File: src/logic/fan_pwm_pkg.sv
package fan_pwm_pkg;
    // system clock and timebase
    localparam int CLK_HZ = 10_000_000;
    localparam int TB_FREQ_HZ = 30;
    localparam int TB_PERIOD_CYCLES = CLK_HZ / TB_FREQ_HZ;

    // control levels are in tenths of a percent of supply (1000 = supply)
    localparam int LEVEL_W = 10;
    localparam logic [9:0] LVL_PWM_MIN = 10'h12c;  // 30.0 %
    localparam logic [9:0] LVL_PWM_MAX = 10'h2bc;  // 70.0 %
    localparam logic [9:0] LVL_OVERTEMP = 10'h302; // 70 % + 7 %
    localparam logic [9:0] LVL_HYST = 10'h06e;     // 11.0 %
    localparam logic [9:0] LVL_GROUND = 10'h000;

    // pwm period is split into as many steps as the control span holds
    localparam int PWM_STEPS = 400;
    localparam int STEP_W = 9;
    localparam logic [8:0] STEP_LAST = 9'h18f;
    localparam logic [8:0] DUTY_FULL = 9'h190;
    localparam logic [8:0] DUTY_ZERO = 9'h000;

    localparam int STARTUP_PERIODS = 64;
    localparam logic [6:0] STARTUP_LAST = 7'h3f;

    // register map, byte addresses
    localparam logic [3:0] REG_SLOT = 4'h0;
    localparam logic [3:0] REG_STATUS = 4'h4;
    localparam logic [3:0] REG_LEVELS = 4'h8;
    localparam int SLOT_W = 16;

    // status fields
    localparam int ST_STATE_LSB = 0;
    localparam int ST_FAULT_BIT = 3;
    localparam int ST_DRIVE_BIT = 4;
    localparam int ST_SLPEN_BIT = 5;
    localparam int ST_DUTY_LSB = 16;
    localparam int LV_SEC_LSB = 16;

    typedef enum logic [2:0] {
        ST_IDLE = 3'b000,
        ST_STARTUP = 3'b001,
        ST_RUN = 3'b010,
        ST_SLEEP = 3'b011,
        ST_SHUTDOWN = 3'b100
    } seq_state_t;
endpackage

File: src/logic/thermal_fan_pwm_sequencer.sv
// Chosen here: the Wishbone register port and the register offsets.
`timescale 1ns/10ps
// How it works
// - one internal timebase clocks the sequencer and sets the pwm period.
// - duty follows the larger of the primary and secondary control inputs.
// - control 30 to 70 percent maps linearly to 0 to 100 percent duty.
// - a full reset happens when power first comes up.
// - primary below shutdown threshold shuts down at once, no timebase wait.
// - while shut down the fan drive is off and the fault is inactive.
// - primary above restart threshold restarts exactly like a powerup.
// - any fan start from off forces the drive high for 64 periods.
// - after the startup interval normal pwm runs from the larger input.
// - fault output is active low, open collector, while overtemperature.
// - overtemperature is primary more than 7 percent above full duty.
// - overtemperature check is independent; pwm keeps running at full duty.
// - fault clears at the next period edge once primary is no longer above overtemperature level.
// - both inputs below the sleep threshold enter sleep, fan stops.
// - sleep exits only when an input passes sleep threshold plus hysteresis.
// - in sleep the fault is inactive, pwm is off and the drive floats.
// - sleep exit behaves like powerup, with the forced startup interval.
// - after powerup or reset exit, no fan start until an input passes wake.
// - at powerup the drive is low and the fault inactive before startup.
// - primary below shutdown threshold at powerup keeps the part shut down.
// - shutdown beats every other state, whatever the secondary input does.
module thermal_fan_pwm_sequencer
    import fan_pwm_pkg::*;
#(
    parameter int TB_PERIOD = fan_pwm_pkg::TB_PERIOD_CYCLES
) (
    input wire logic clk_i,                    // 10 MHz system clock
    input wire logic rst_i,                    // sync reset, active high
    input wire logic [fan_pwm_pkg::LEVEL_W-1:0] primary_control_input_i,
                                               // primary level, 0.1 %
    input wire logic [fan_pwm_pkg::LEVEL_W-1:0] secondary_control_input_i,
                                               // secondary level, 0.1 %
    input wire logic [fan_pwm_pkg::LEVEL_W-1:0] sleep_threshold_input_i,
                                               // sleep threshold, 0.1 %
    input wire logic shutdown_cmp_i,           // primary below shutdown level
    input wire logic restart_cmp_i,            // primary above restart level
    output logic fan_drive_o,                  // fan drive data
    output logic fan_drive_oe_n_o,             // low while drive is driven
    output logic overtemp_fault_n_o,           // fault pin data, active low
    output logic overtemp_fault_oe_n_o,        // low while fault pulls low
    input wire logic wb_cyc_i,                 // wishbone cycle
    input wire logic wb_stb_i,                 // wishbone strobe
    input wire logic wb_we_i,                  // wishbone write enable
    input wire logic [3:0] wb_adr_i,           // wishbone byte address
    input wire logic [3:0] wb_sel_i,           // wishbone byte selects
    input wire logic [31:0] wb_dat_i,          // wishbone write data
    output logic [31:0] wb_dat_o,              // wishbone read data
    output logic wb_ack_o                      // wishbone acknowledge
);
    import fan_pwm_pkg::*;

    localparam logic [SLOT_W-1:0] SLOT_RST = SLOT_W'(TB_PERIOD / PWM_STEPS);

    // input synchronisers: first stage is read only by the second
    logic [LEVEL_W-1:0] pri_m_r, pri_a_r, pri_b_r, pri_s_r;
    logic [LEVEL_W-1:0] sec_m_r, sec_a_r, sec_b_r, sec_s_r;
    logic [LEVEL_W-1:0] slp_m_r, slp_a_r, slp_b_r, slp_s_r;
    logic shdn_m_r, shdn_s_r;
    logic rst_m_r, rst_s_r;

    always_ff @(posedge clk_i) begin
        if (rst_i) begin
            shdn_m_r <= 1'b0;
            shdn_s_r <= 1'b0;
            rst_m_r <= 1'b0;
            rst_s_r <= 1'b0;
        end else begin
            shdn_m_r <= shutdown_cmp_i;
            shdn_s_r <= shdn_m_r;
            rst_m_r <= restart_cmp_i;
            rst_s_r <= rst_m_r;
        end
    end

    // level words may tear while their bits cross; a word is taken only
    // once two synchronised samples in a row agree, two clocks later
    always_ff @(posedge clk_i) begin
        if (rst_i) begin
            pri_m_r <= '0;
            pri_a_r <= '0;
            pri_b_r <= '0;
            pri_s_r <= '0;
            sec_m_r <= '0;
            sec_a_r <= '0;
            sec_b_r <= '0;
            sec_s_r <= '0;
            slp_m_r <= '0;
            slp_a_r <= '0;
            slp_b_r <= '0;
            slp_s_r <= '0;
        end else begin
            pri_m_r <= primary_control_input_i;
            pri_a_r <= pri_m_r;
            pri_b_r <= pri_a_r;
            sec_m_r <= secondary_control_input_i;
            sec_a_r <= sec_m_r;
            sec_b_r <= sec_a_r;
            slp_m_r <= sleep_threshold_input_i;
            slp_a_r <= slp_m_r;
            slp_b_r <= slp_a_r;
            if (pri_a_r == pri_b_r) begin
                pri_s_r <= pri_b_r;
            end
            if (sec_a_r == sec_b_r) begin
                sec_s_r <= sec_b_r;
            end
            if (slp_a_r == slp_b_r) begin
                slp_s_r <= slp_b_r;
            end
        end
    end

    // timebase: slot length stands in for the external capacitor
    logic [SLOT_W-1:0] slot_len_r;
    logic [SLOT_W-1:0] slot_cnt_r;
    logic [STEP_W-1:0] step_cnt_r;
    logic step_tick;
    logic tb_tick;

    assign step_tick = (slot_cnt_r >= slot_len_r - SLOT_W'(1));
    assign tb_tick = step_tick && (step_cnt_r == STEP_LAST);

    always_ff @(posedge clk_i) begin
        if (rst_i) begin
            slot_cnt_r <= '0;
            step_cnt_r <= '0;
        end else if (step_tick) begin
            slot_cnt_r <= '0;
            // free running, never held by state
            step_cnt_r <= tb_tick ? '0 : step_cnt_r + STEP_W'(1);
        end else begin
            slot_cnt_r <= slot_cnt_r + SLOT_W'(1);
        end
    end

    // per-period comparator decisions
    logic [LEVEL_W-1:0] lvl_max;
    logic [LEVEL_W:0] wake_lvl;
    logic sleep_en;
    logic sleep_r, wake_r, ot_r, restart_r;
    logic [STEP_W-1:0] duty_r;
    logic [LEVEL_W-1:0] pri_samp_r, sec_samp_r;

    assign lvl_max = (pri_s_r > sec_s_r) ? pri_s_r : sec_s_r;
    assign wake_lvl = {1'b0, slp_s_r} + {1'b0, LVL_HYST};
    assign sleep_en = (slp_s_r != LVL_GROUND);

    always_ff @(posedge clk_i) begin
        if (rst_i) begin
            sleep_r <= 1'b0;
            wake_r <= 1'b0;
            ot_r <= 1'b0;
            restart_r <= 1'b0;
            pri_samp_r <= '0;
            sec_samp_r <= '0;
        end else if (tb_tick) begin
            sleep_r <= sleep_en && (pri_s_r < slp_s_r)
                && (sec_s_r < slp_s_r);
            wake_r <= ({1'b0, pri_s_r} > wake_lvl)
                || ({1'b0, sec_s_r} > wake_lvl);
            ot_r <= (pri_s_r > LVL_OVERTEMP);
            restart_r <= rst_s_r;
            pri_samp_r <= pri_s_r;
            sec_samp_r <= sec_s_r;
        end else if (shdn_s_r) begin
            // a shutdown shorter than one period must not keep an old restart
            restart_r <= 1'b0;
        end
    end

    // duty code, latched per period so a period is never torn
    always_ff @(posedge clk_i) begin
        if (rst_i) begin
            duty_r <= DUTY_ZERO;
        end else if (tb_tick) begin
            if (lvl_max >= LVL_PWM_MAX) begin
                duty_r <= DUTY_FULL;
            end else if (lvl_max <= LVL_PWM_MIN) begin
                duty_r <= DUTY_ZERO;
            end else begin
                duty_r <= STEP_W'(lvl_max - LVL_PWM_MIN);
            end
        end
    end

    // sequencer
    seq_state_t state_r;
    seq_state_t state_nxt;
    logic [6:0] start_cnt_r;

    always_comb begin
        state_nxt = state_r;
        if (shdn_s_r) begin
            // checked every clock, not only at period edges
            state_nxt = ST_SHUTDOWN;
        end else if (tb_tick) begin
            case (state_r)
                ST_IDLE: begin
                    if (wake_r) begin
                        state_nxt = ST_STARTUP;
                    end
                end
                ST_STARTUP: begin
                    if (start_cnt_r == STARTUP_LAST) begin
                        state_nxt = ST_RUN;
                    end
                end
                ST_RUN: begin
                    if (sleep_r) begin
                        state_nxt = ST_SLEEP;
                    end
                end
                ST_SLEEP: begin
                    if (wake_r) begin
                        state_nxt = ST_STARTUP;
                    end
                end
                ST_SHUTDOWN: begin
                    if (restart_r) begin
                        state_nxt = ST_IDLE;
                    end
                end
                default: begin
                    state_nxt = ST_IDLE;
                end
            endcase
        end
    end

    always_ff @(posedge clk_i) begin
        if (rst_i) begin
            state_r <= ST_IDLE;
        end else begin
            state_r <= state_nxt;
        end
    end

    always_ff @(posedge clk_i) begin
        if (rst_i) begin
            start_cnt_r <= '0;
        end else if (state_r != ST_STARTUP) begin
            start_cnt_r <= '0;
        end else if (tb_tick) begin
            start_cnt_r <= start_cnt_r + 7'h01;
        end
    end

    // pin drivers, decided from the next state so shutdown lands at once
    logic drive_nxt;
    logic drive_oe_n_nxt;
    logic fault_n_nxt;
    logic fault_n_r;

    always_comb begin
        drive_nxt = 1'b0;
        drive_oe_n_nxt = 1'b0;
        fault_n_nxt = 1'b1;
        case (state_nxt)
            ST_IDLE: begin
                drive_nxt = 1'b0;
            end
            ST_STARTUP: begin
                drive_nxt = 1'b1;
                fault_n_nxt = ~ot_r;
            end
            ST_RUN: begin
                drive_nxt = (step_cnt_r < duty_r);
                fault_n_nxt = ~ot_r;
            end
            ST_SLEEP: begin
                drive_oe_n_nxt = 1'b1;
            end
            ST_SHUTDOWN: begin
                drive_nxt = 1'b0;
            end
            default: begin
                drive_nxt = 1'b0;
            end
        endcase
    end

    always_ff @(posedge clk_i) begin
        if (rst_i) begin
            fan_drive_o <= 1'b0;
            fan_drive_oe_n_o <= 1'b0;
            fault_n_r <= 1'b1;
            overtemp_fault_n_o <= 1'b1;
            overtemp_fault_oe_n_o <= 1'b1;
        end else begin
            fan_drive_o <= drive_nxt;
            fan_drive_oe_n_o <= drive_oe_n_nxt;
            fault_n_r <= fault_n_nxt;
            // open collector: data pin is only low when pulled
            overtemp_fault_n_o <= fault_n_nxt;
            overtemp_fault_oe_n_o <= fault_n_nxt;
        end
    end

    // wishbone slave: ack one clock after the request, unmapped reads give
    // zero; a write lands at the edge where the master sees ack high
    logic req;
    logic [31:0] rdata;

    assign req = wb_cyc_i && wb_stb_i && !wb_ack_o;

    always_comb begin
        rdata = 32'h0000_0000;
        case (wb_adr_i)
            REG_SLOT: begin
                rdata[SLOT_W-1:0] = slot_len_r;
            end
            REG_STATUS: begin
                rdata[ST_STATE_LSB +: 3] = state_r;
                rdata[ST_FAULT_BIT] = ~fault_n_r;
                rdata[ST_DRIVE_BIT] = fan_drive_o;
                rdata[ST_SLPEN_BIT] = sleep_en;
                rdata[ST_DUTY_LSB +: STEP_W] = duty_r;
            end
            REG_LEVELS: begin
                rdata[LEVEL_W-1:0] = pri_samp_r;
                rdata[LV_SEC_LSB +: LEVEL_W] = sec_samp_r;
            end
            default: begin
                rdata = 32'h0000_0000;
            end
        endcase
    end

    always_ff @(posedge clk_i) begin
        if (rst_i) begin
            wb_ack_o <= 1'b0;
            wb_dat_o <= 32'h0000_0000;
        end else begin
            wb_ack_o <= req;
            wb_dat_o <= req ? rdata : 32'h0000_0000;
        end
    end

    // zero slot length would stall the timebase, so it is refused,
    // whether written whole or left behind by a single byte write
    logic wr_take;
    logic [SLOT_W-1:0] slot_new;

    assign wr_take = wb_cyc_i && wb_stb_i && wb_ack_o && wb_we_i;

    always_comb begin
        slot_new = slot_len_r;
        if (wb_sel_i[0]) begin
            slot_new[7:0] = wb_dat_i[7:0];
        end
        if (wb_sel_i[1]) begin
            slot_new[15:8] = wb_dat_i[15:8];
        end
    end

    always_ff @(posedge clk_i) begin
        if (rst_i) begin
            slot_len_r <= SLOT_RST;
        end else if (wr_take && wb_adr_i == REG_SLOT) begin
            if (slot_new != '0) begin
                slot_len_r <= slot_new;
            end
        end
    end
endmodule

File: config.mk
export PLATFORM = sky130hd
export DESIGN_NAME = thermal_fan_pwm_sequencer
export DESIGN_NICKNAME = d
export VERILOG_FILES = /design/src/logic/fan_pwm_pkg.sv /design/src/logic/thermal_fan_pwm_sequencer.sv
export SDC_FILE = /design/constraint.sdc
export NUM_CORES = 1
export LEC_CHECK = 0
export ABC_CLOCK_PERIOD_IN_PS = 10700
export BUFFER_PORTS_ARGS = -buffer_cell sky130_fd_sc_hd__buf_2
export CAP_MARGIN = 30
export CORE_ASPECT_RATIO = 0.6
export CORE_MARGIN = 2
export CORE_UTILIZATION = 35
export CTS_BUF_LIST = sky130_fd_sc_hd__clkbuf_4 sky130_fd_sc_hd__clkbuf_8
export CTS_CLUSTER_DIAMETER = 120
export DETAILED_ROUTE_END_ITERATION = 7
export SETUP_SLACK_MARGIN = 0.15
export SYNTH_ARGS = -nofsm -noshare
export SYNTH_HDL_FRONTEND = slang
export SYNTH_SLANG_ARGS = --single-unit
export TNS_END_PERCENT = 20
File: constraint.sdc
create_clock -name clk_i -period 10.7 [get_ports clk_i]
set_input_delay 2.675 -clock clk_i [delete_from_list [all_inputs] [get_ports clk_i]]
set_output_delay 2.675 -clock clk_i [all_outputs]
set_load 0.02 [all_outputs]
Word level (Yosys, flattened, before mapping) --
Index checks and enable logic that the tools add are counted.
Word-level totals: word-level logic and storage cells 117, output and inout port bits 37, input bits 77, register bits 244
Cells by class: bitwise operators 6, muxes and demuxes 20, reductions and logical operators 24, add/sub/neg operators 6, $lt $le $gt $ge 10, equality and inequality tests 15
Operator list (count):
- 10-bit == test | 3
- 9-bit 2-to-1 mux | 3
- 10-bit by 11-bit greater-than comparator with 1-bit output | 2
- 10-bit < comparator | 2
- 3-bit 2-to-1 mux | 6
- 6-bit case mux with 3 select lines | 1
- 9-bit case mux with 2 select lines | 1
- 16-bit by 1-bit adder with 16-bit output, second input constant | 1
- 16-bit >= comparator | 1
- 8-bit 2-to-1 mux | 2
- 16-bit nonzero test | 1
- 16-bit by 1-bit subtractor with 16-bit output, second input constant | 1
- 3-bit by 2-bit == test with 1-bit output, second input constant | 4
- 3-bit case mux with 4 select lines | 1
- 2-bit OR reduction | 6
- 10-bit by 7-bit adder with 11-bit output, second input constant | 1
- 10-bit >= comparator, second input constant | 1
- 10-bit greater-than comparator | 1
- 10-bit greater-than comparator, second input constant | 1
- 10-bit by 9-bit <= comparator with 1-bit output, second input constant | 1
- 10-bit 2-to-1 mux | 1
- 10-bit nonzero test | 1
- 9-bit by 1-bit adder with 9-bit output, second input constant | 1
- 9-bit == test, second input constant | 1
- 21 further kinds | 37

Logic depth before layout (Yosys ltp) --
depth after elaboration 9, gate-level depth with buffers 19, gate-level depth less buffers 17

Worst setup path before layout --
No wires, ideal clock.
path kind input -> register, start point input wb_adr_i[3], end point register slot_len_r[8], arrival time 4.140 ns, setup slack 6.441 ns, required time 10.580 ns, path buffers 0, setup time 0.120 ns, stages on the path 5, cell sequence nor4_2 nand2_1 a21oi_1 nand2_2 a211o_1
Between the ends: word-level cells in the longest chain between the ends 3
Ends and longest elaborated chain:
- start, declared | line thermal_fan_pwm_sequencer.sv:47 | input wire logic [3:0] wb_adr_i,
- 4-bit logical NOT | line thermal_fan_pwm_sequencer.sv:362 | end else if (wr_take && wb_adr_i == REG_SLOT) begin
- 1-bit logical AND | line thermal_fan_pwm_sequencer.sv:362
- 2-bit AND reduction (no line)
- end signal, assigned | line thermal_fan_pwm_sequencer.sv:364 | slot_len_r <= slot_new;
- end, declared | line thermal_fan_pwm_sequencer.sv:117 | logic [SLOT_W-1:0] slot_len_r;
No other way between the ends. A chain may end at the register's enable or synchronous reset.

Worst setup path after layout --
start point register slot_len_r[2], end point register fault_n_r
Between the ends: word-level cells in the longest chain between the ends 9, elaborated cells between the ends (all ways) 10, classes of those cells 1 x add/sub; 1 x order compare; 2 x eq/ne; 2 x mux; 1 x bitwise; 3 x reduce/logical
Ends and longest elaborated chain:
- 16-bit by 1-bit subtractor with 16-bit output (*) | line thermal_fan_pwm_sequencer.sv:123 | assign step_tick = (slot_cnt_r >= slot_len_r - SLOT_W'(1));
- 16-bit >= comparator (*) | line thermal_fan_pwm_sequencer.sv:123
- 1-bit logical AND (*) | line thermal_fan_pwm_sequencer.sv:124 | assign tb_tick = step_tick && (step_cnt_r == STEP_LAST);
- 3-bit 2-to-1 mux (*) | line thermal_fan_pwm_sequencer.sv:199 | end else if (tb_tick) begin
- 3-bit 2-to-1 mux (*) | line thermal_fan_pwm_sequencer.sv:196 | if (shdn_s_r) begin
- 3-bit by 2-bit == test with 1-bit output / 3-bit by 1-bit == test with 1-bit output (equally long branches) | line thermal_fan_pwm_sequencer.sv:261 | case (state_nxt)
- 2-bit OR reduction (no line) (*)
- 1-bit inverter (no line) (*)
- 2-bit OR reduction (no line) (*)
- end signal, assigned | line thermal_fan_pwm_sequencer.sv:295 | fault_n_r <= fault_n_nxt;
- end, declared | line thermal_fan_pwm_sequencer.sv:255 | logic fault_n_r;
Mark *: on every way between the ends. The rest lies on a longest branch, timed or not.

==> summary.md <==
| Metric | Value |
|---|---|
| Family with the most delay on the worst path | `simple AND/OR/NAND/NOR gates` |
| Fin. Hold Viols | `0` |
| GRT Total Usage | `0.1557` |
| Psw | `0.4414 mW` |
| Buffers on Ports | `89` |
| Sink Count | `238` |
| Combinational Power Share | `0.056` |
| Critical Path AT | `5.19 ns` |
| Final period utilization | `0.4434` |
| Grt total ovfl | `0` |
| Hold buffer count at cts | `0` |
| H-tree level count | `2` |
| CP Class | `reg2reg` |
| Initial antenna violation count | `0` |
| Layout Skew | `0.01729 ns` |
| Post-synthesis average cell area | `9.557 µm²` |
| Worst path bufs/invs | `1` |
| Warning count from the yosys run | `0` |
| 1st-pass router iterations | `5` |
| Ant diodes | `0` |
| Bufs on Longest Clock Path | `3` |
| Crit path cell chain | `or4_1, nor3_2, nand2_1, nor3_1, nand2_1, xor2_1, ha_1, nand4_1, nor2_1, o211ai_1, o211a_2, a21oi_4, buf_4, mux2i_1, or3_1, a211o_1` |
| Vias in the first global route | `7,669` |
| Drt total wl | `about 25,000 µm` |
| Max frequency | `0.2108 GHz` |
| Pint | `1.466 mW` |
| Slowest CP cell | `or4_1` |
| CTS buffer count | `38` |
| First-pass GRT wire length | `40,480 µm` |
| Final count of negative-setup-slack endpoints | `0` |
| Post-synth top area share | `0.4459` |
| Per-cell routed wire length | `15.12 µm` |
| Fillers | `between 2,000 and 3,000` |
| Via count | `7,959` |
| RSZ-0062 raised after global routing | `no` |
| Register area share after synthesis | `0.4459` |
| DIE HEIGHT | `139.3 µm` |
| Worst hold path type | `reg2reg` |
| Post-synth cell types | `67` |
| Core ar. | `between 20,000 and 30,000 µm²` |
| Dominant synthesized flop cell | `dfxtp_1` |
| Largest net degree at the start of global routing | `85` |
| Synth top area cells | `dfxtp_1 (45%), ha_1 (9.1%), mux2i_1 (6.7%)` |
| Synth-to-layout area growth | `16.11%` |
| VDD IR max | `between 0.07 and 0.08 mV` |
| Final non-filler cell total | `1,646` |
| Post-synthesis cell count | `1,118` |
| Post-synthesis cell area | `10,690 µm²` |
| DRT iter0 DRCs | `636` |
| CTS tree | `built` |
| Vias per cell | `~4.8` |
| Worst-Margin Slew | `0.9319 ns` |
| Final nets | `1,364` |
| Worst setup SP type | `flip-flop` |
| Clk Latency, worst-skew pair | `0.57 ns` |
| Final ANT Viol Nets | `0` |
| Post-CTS Resized | `0` |
| Critical Path Sink Type | `flip-flop` |
| Postcts setup bufs | `0` |
| Hold path start | `pri_m_r[5]` |
| Critical path's most frequent cell | `nand2_1` |
| PD cells | `between 150 and 200 nW/µm²` |
| Max-slew headroom | `0.3761` |
| Placed insts | `~1,600` |
| FFs w/ async S/R, synth | `0` |
| # rows | `between 40 and 50` |
| EDFF count, synth | `0` |
| Worst r2r src | `slot_len_r[2]` |
| Yosys top cell by area | `dfxtp_1` |
| Layout cell share with drive strength beyond 1 | `0.1438` |
| FF+latch count, synth | `238` |
| Final Util | `0.4138` |
| CTS clk-pin slew, worst paths | `0.06 ns` |
| DRC viols | `0` |
| Register share of total power | `0.480` |
| Root Buffer Master | `clkbuf_8` |
| Largest stage delay on the critical path | `0.61 ns` |
| Starting Density | `0.3564` |
| Setup TNS | `0 ns` |
| Total Power | `between 1.5 and 2 mW` |
| DP HPWL | `17,570 µm` |
| Die W | `229.6 µm` |
| Slew Limit Fails | `0` |
| Die area | `~32,000 µm²` |
| Max-Cap Viols | `0` |
| Min Tclk post-route | `about 4.7 ns` |
| Clk pwr share | `0.464` |
| GP Congestion | `roughly 0.84` |
| Net Sw Frac | `0.2315` |
| CP startpoint | `slot_len_r[2]` |
| Status | `complete, no violations` |
| Critical path required time | `11.15 ns` |
| Critical path peak fanout | `46` |
| Io pins | `114` |
| LEAKAGE | `5.311 nW` |
through the flow:
stage,hold slack [ns],instance area (µm²),setup WS (ns)
5_1_grt,0.4557,12410,5.710
4_1_cts,0.4397,12410,5.993
6_report,0.4345,12410,5.956
3_5_place_dp,0.4270,11530,5.658
2_1_floorplan,0.4138,10700,6.441
3_3_place_gp,0.4238,11500,5.705
worst register-to-register path: stages (launching register included):
cell	delay (ns)
dfxtp_1	0.38
or4_1	0.61
nor3_2	0.22
nand2_1	0.19
nor3_1	0.33
nand2_1	0.14
xor2_1	0.17
ha_1	0.32
nand4_1	0.10
nor2_1	0.15
o211ai_1	0.11
o211a_2	0.30
a21oi_4	0.14
buf_4	0.53
mux2i_1	0.29
or3_1	0.38
a211o_1	0.26
logic make-up after synthesis:
logic type               after synthesis  share of synthesized area
XOR/XNOR                              81                    0.06639
adder cells (fa/ha/maj)               78                    0.09134
multiplexers                          73                    0.06885
flip-flops                           238                     0.4459
other                                  1                  0.0003510
AND/OR/NAND/NOR                      398                     0.1912
buffers and inverters                 97                    0.03677
AO/OA/AOI/OAI                        152                    0.09918
worst paths after layout:
check / end / slack [ns] / cells past startpoint
setup / recovery: fault_n_r / 5.96 / 16
hold / removal: pri_a_r[5] / 0.43 / 1
setup reg to reg: fault_n_r / 5.96 / 16
hold reg to reg: pri_a_r[5] / 0.43 / 1
power groups by stage:
stage	Combinational (mW)	Sequential, mW	Clock, mW
after floorplan	0.0785	0.931	0
after global placement	0.104	0.936	0
after detailed placement	0.106	0.936	0
after CTS	0.107	0.916	0.914
after global routing	0.118	0.918	0.947
final	0.106	0.916	0.885
cell usage in the layout (no fill, tap or decap), types with 3 or more instances in the layout:
| cell type | instances |
|---|---|
| o21a_1 | 10 |
| clkbuf_4 | 12 |
| nand3_1 | 17 |
| a22oi_1 | 15 |
| bufinv_16 | 3 |
| nor2_1 | 137 |
| ha_1 | 78 |
| nor3_1 | 20 |
| xnor2_1 | 36 |
| or3_1 | 5 |
| and3_1 | 13 |
| nor2b_1 | 101 |
| a22o_1 | 4 |
| xor2_1 | 45 |
| a211o_1 | 6 |
| inv_1 | 50 |
| a21oi_1 | 41 |
| a21o_1 | 12 |
| buf_4 | 3 |
| nor4_1 | 16 |
| clkinv_2 | 3 |
| and2_1 | 7 |
| a211oi_1 | 5 |
| conb_1 | 6 |
| o21ai_1 | 3 |
| nand4_1 | 20 |
| nand2_1 | 38 |
| o22ai_1 | 6 |
| buf_2 | 88 |
| o2111ai_1 | 3 |
| dfxtp_1 | 238 |
| mux2i_1 | 71 |
| clkbuf_8 | 47 |
| nand2b_1 | 5 |
| o21ai_0 | 19 |
registers in the layout, summed over array words and instances, names as in the netlist, 3 cells and up:
register / flops
pri_samp_r: 10
state_r: 3
slp_a_r: 10
slot_cnt_r: 16
slp_s_r: 10
sec_s_r: 10
pri_b_r: 10
pri_a_r: 10
sec_m_r: 10
start_cnt_r: 7
sec_samp_r: 10
sec_b_r: 10
pri_m_r: 10
slp_b_r: 10
slp_m_r: 10
wb_dat_o: 26
sec_a_r: 10
duty_r: 9
slot_len_r: 16
step_cnt_r: 9
pri_s_r: 10
synth_stat cells (10+ instances only):
cell      instances
dfxtp_1         238
nor2_1          137
nor2b_1         101
ha_1             78
mux2i_1          71
inv_1            50
xor2_1           45
a21oi_1          41
clkbuf_1         38
nand2_1          38
xnor2_1          36
nand4_1          20
nor3_1           20
o21ai_0          19
nand3_1          17
nor4_1           16
a22oi_1          15
and3_1           13
a21o_1           12
o21a_1           10
metal layers:
metal  track usage  share of wire  routed length [µm]  vias to the layer above
met3       0.03955          0.066                1652                       33
li1              -              -                   -                     4032
met4       0.04990          0.019                 474                        0
met2        0.2061           0.38                9346                      211
met1        0.2404           0.54               13410                     3683
met5             0              0                   0                        -
final cells by class:
| type | instances | area [µm²] | share of cell area |
|---|---|---|---|
| multi-input combinational | 788 | 5568 | 0.4488 |
| sequential | 238 | 4765 | 0.3840 |
| tap | 408 | 510.5 | 0.04115 |
| clock inverter | 10 | 137.6 | 0.01109 |
| inverter | 50 | 187.7 | 0.01513 |
| clock buffer | 59 | 737.0 | 0.05940 |
| timing repair buffer | 93 | 501.7 | 0.04044 |
Power figures use the tool's default switching activity.
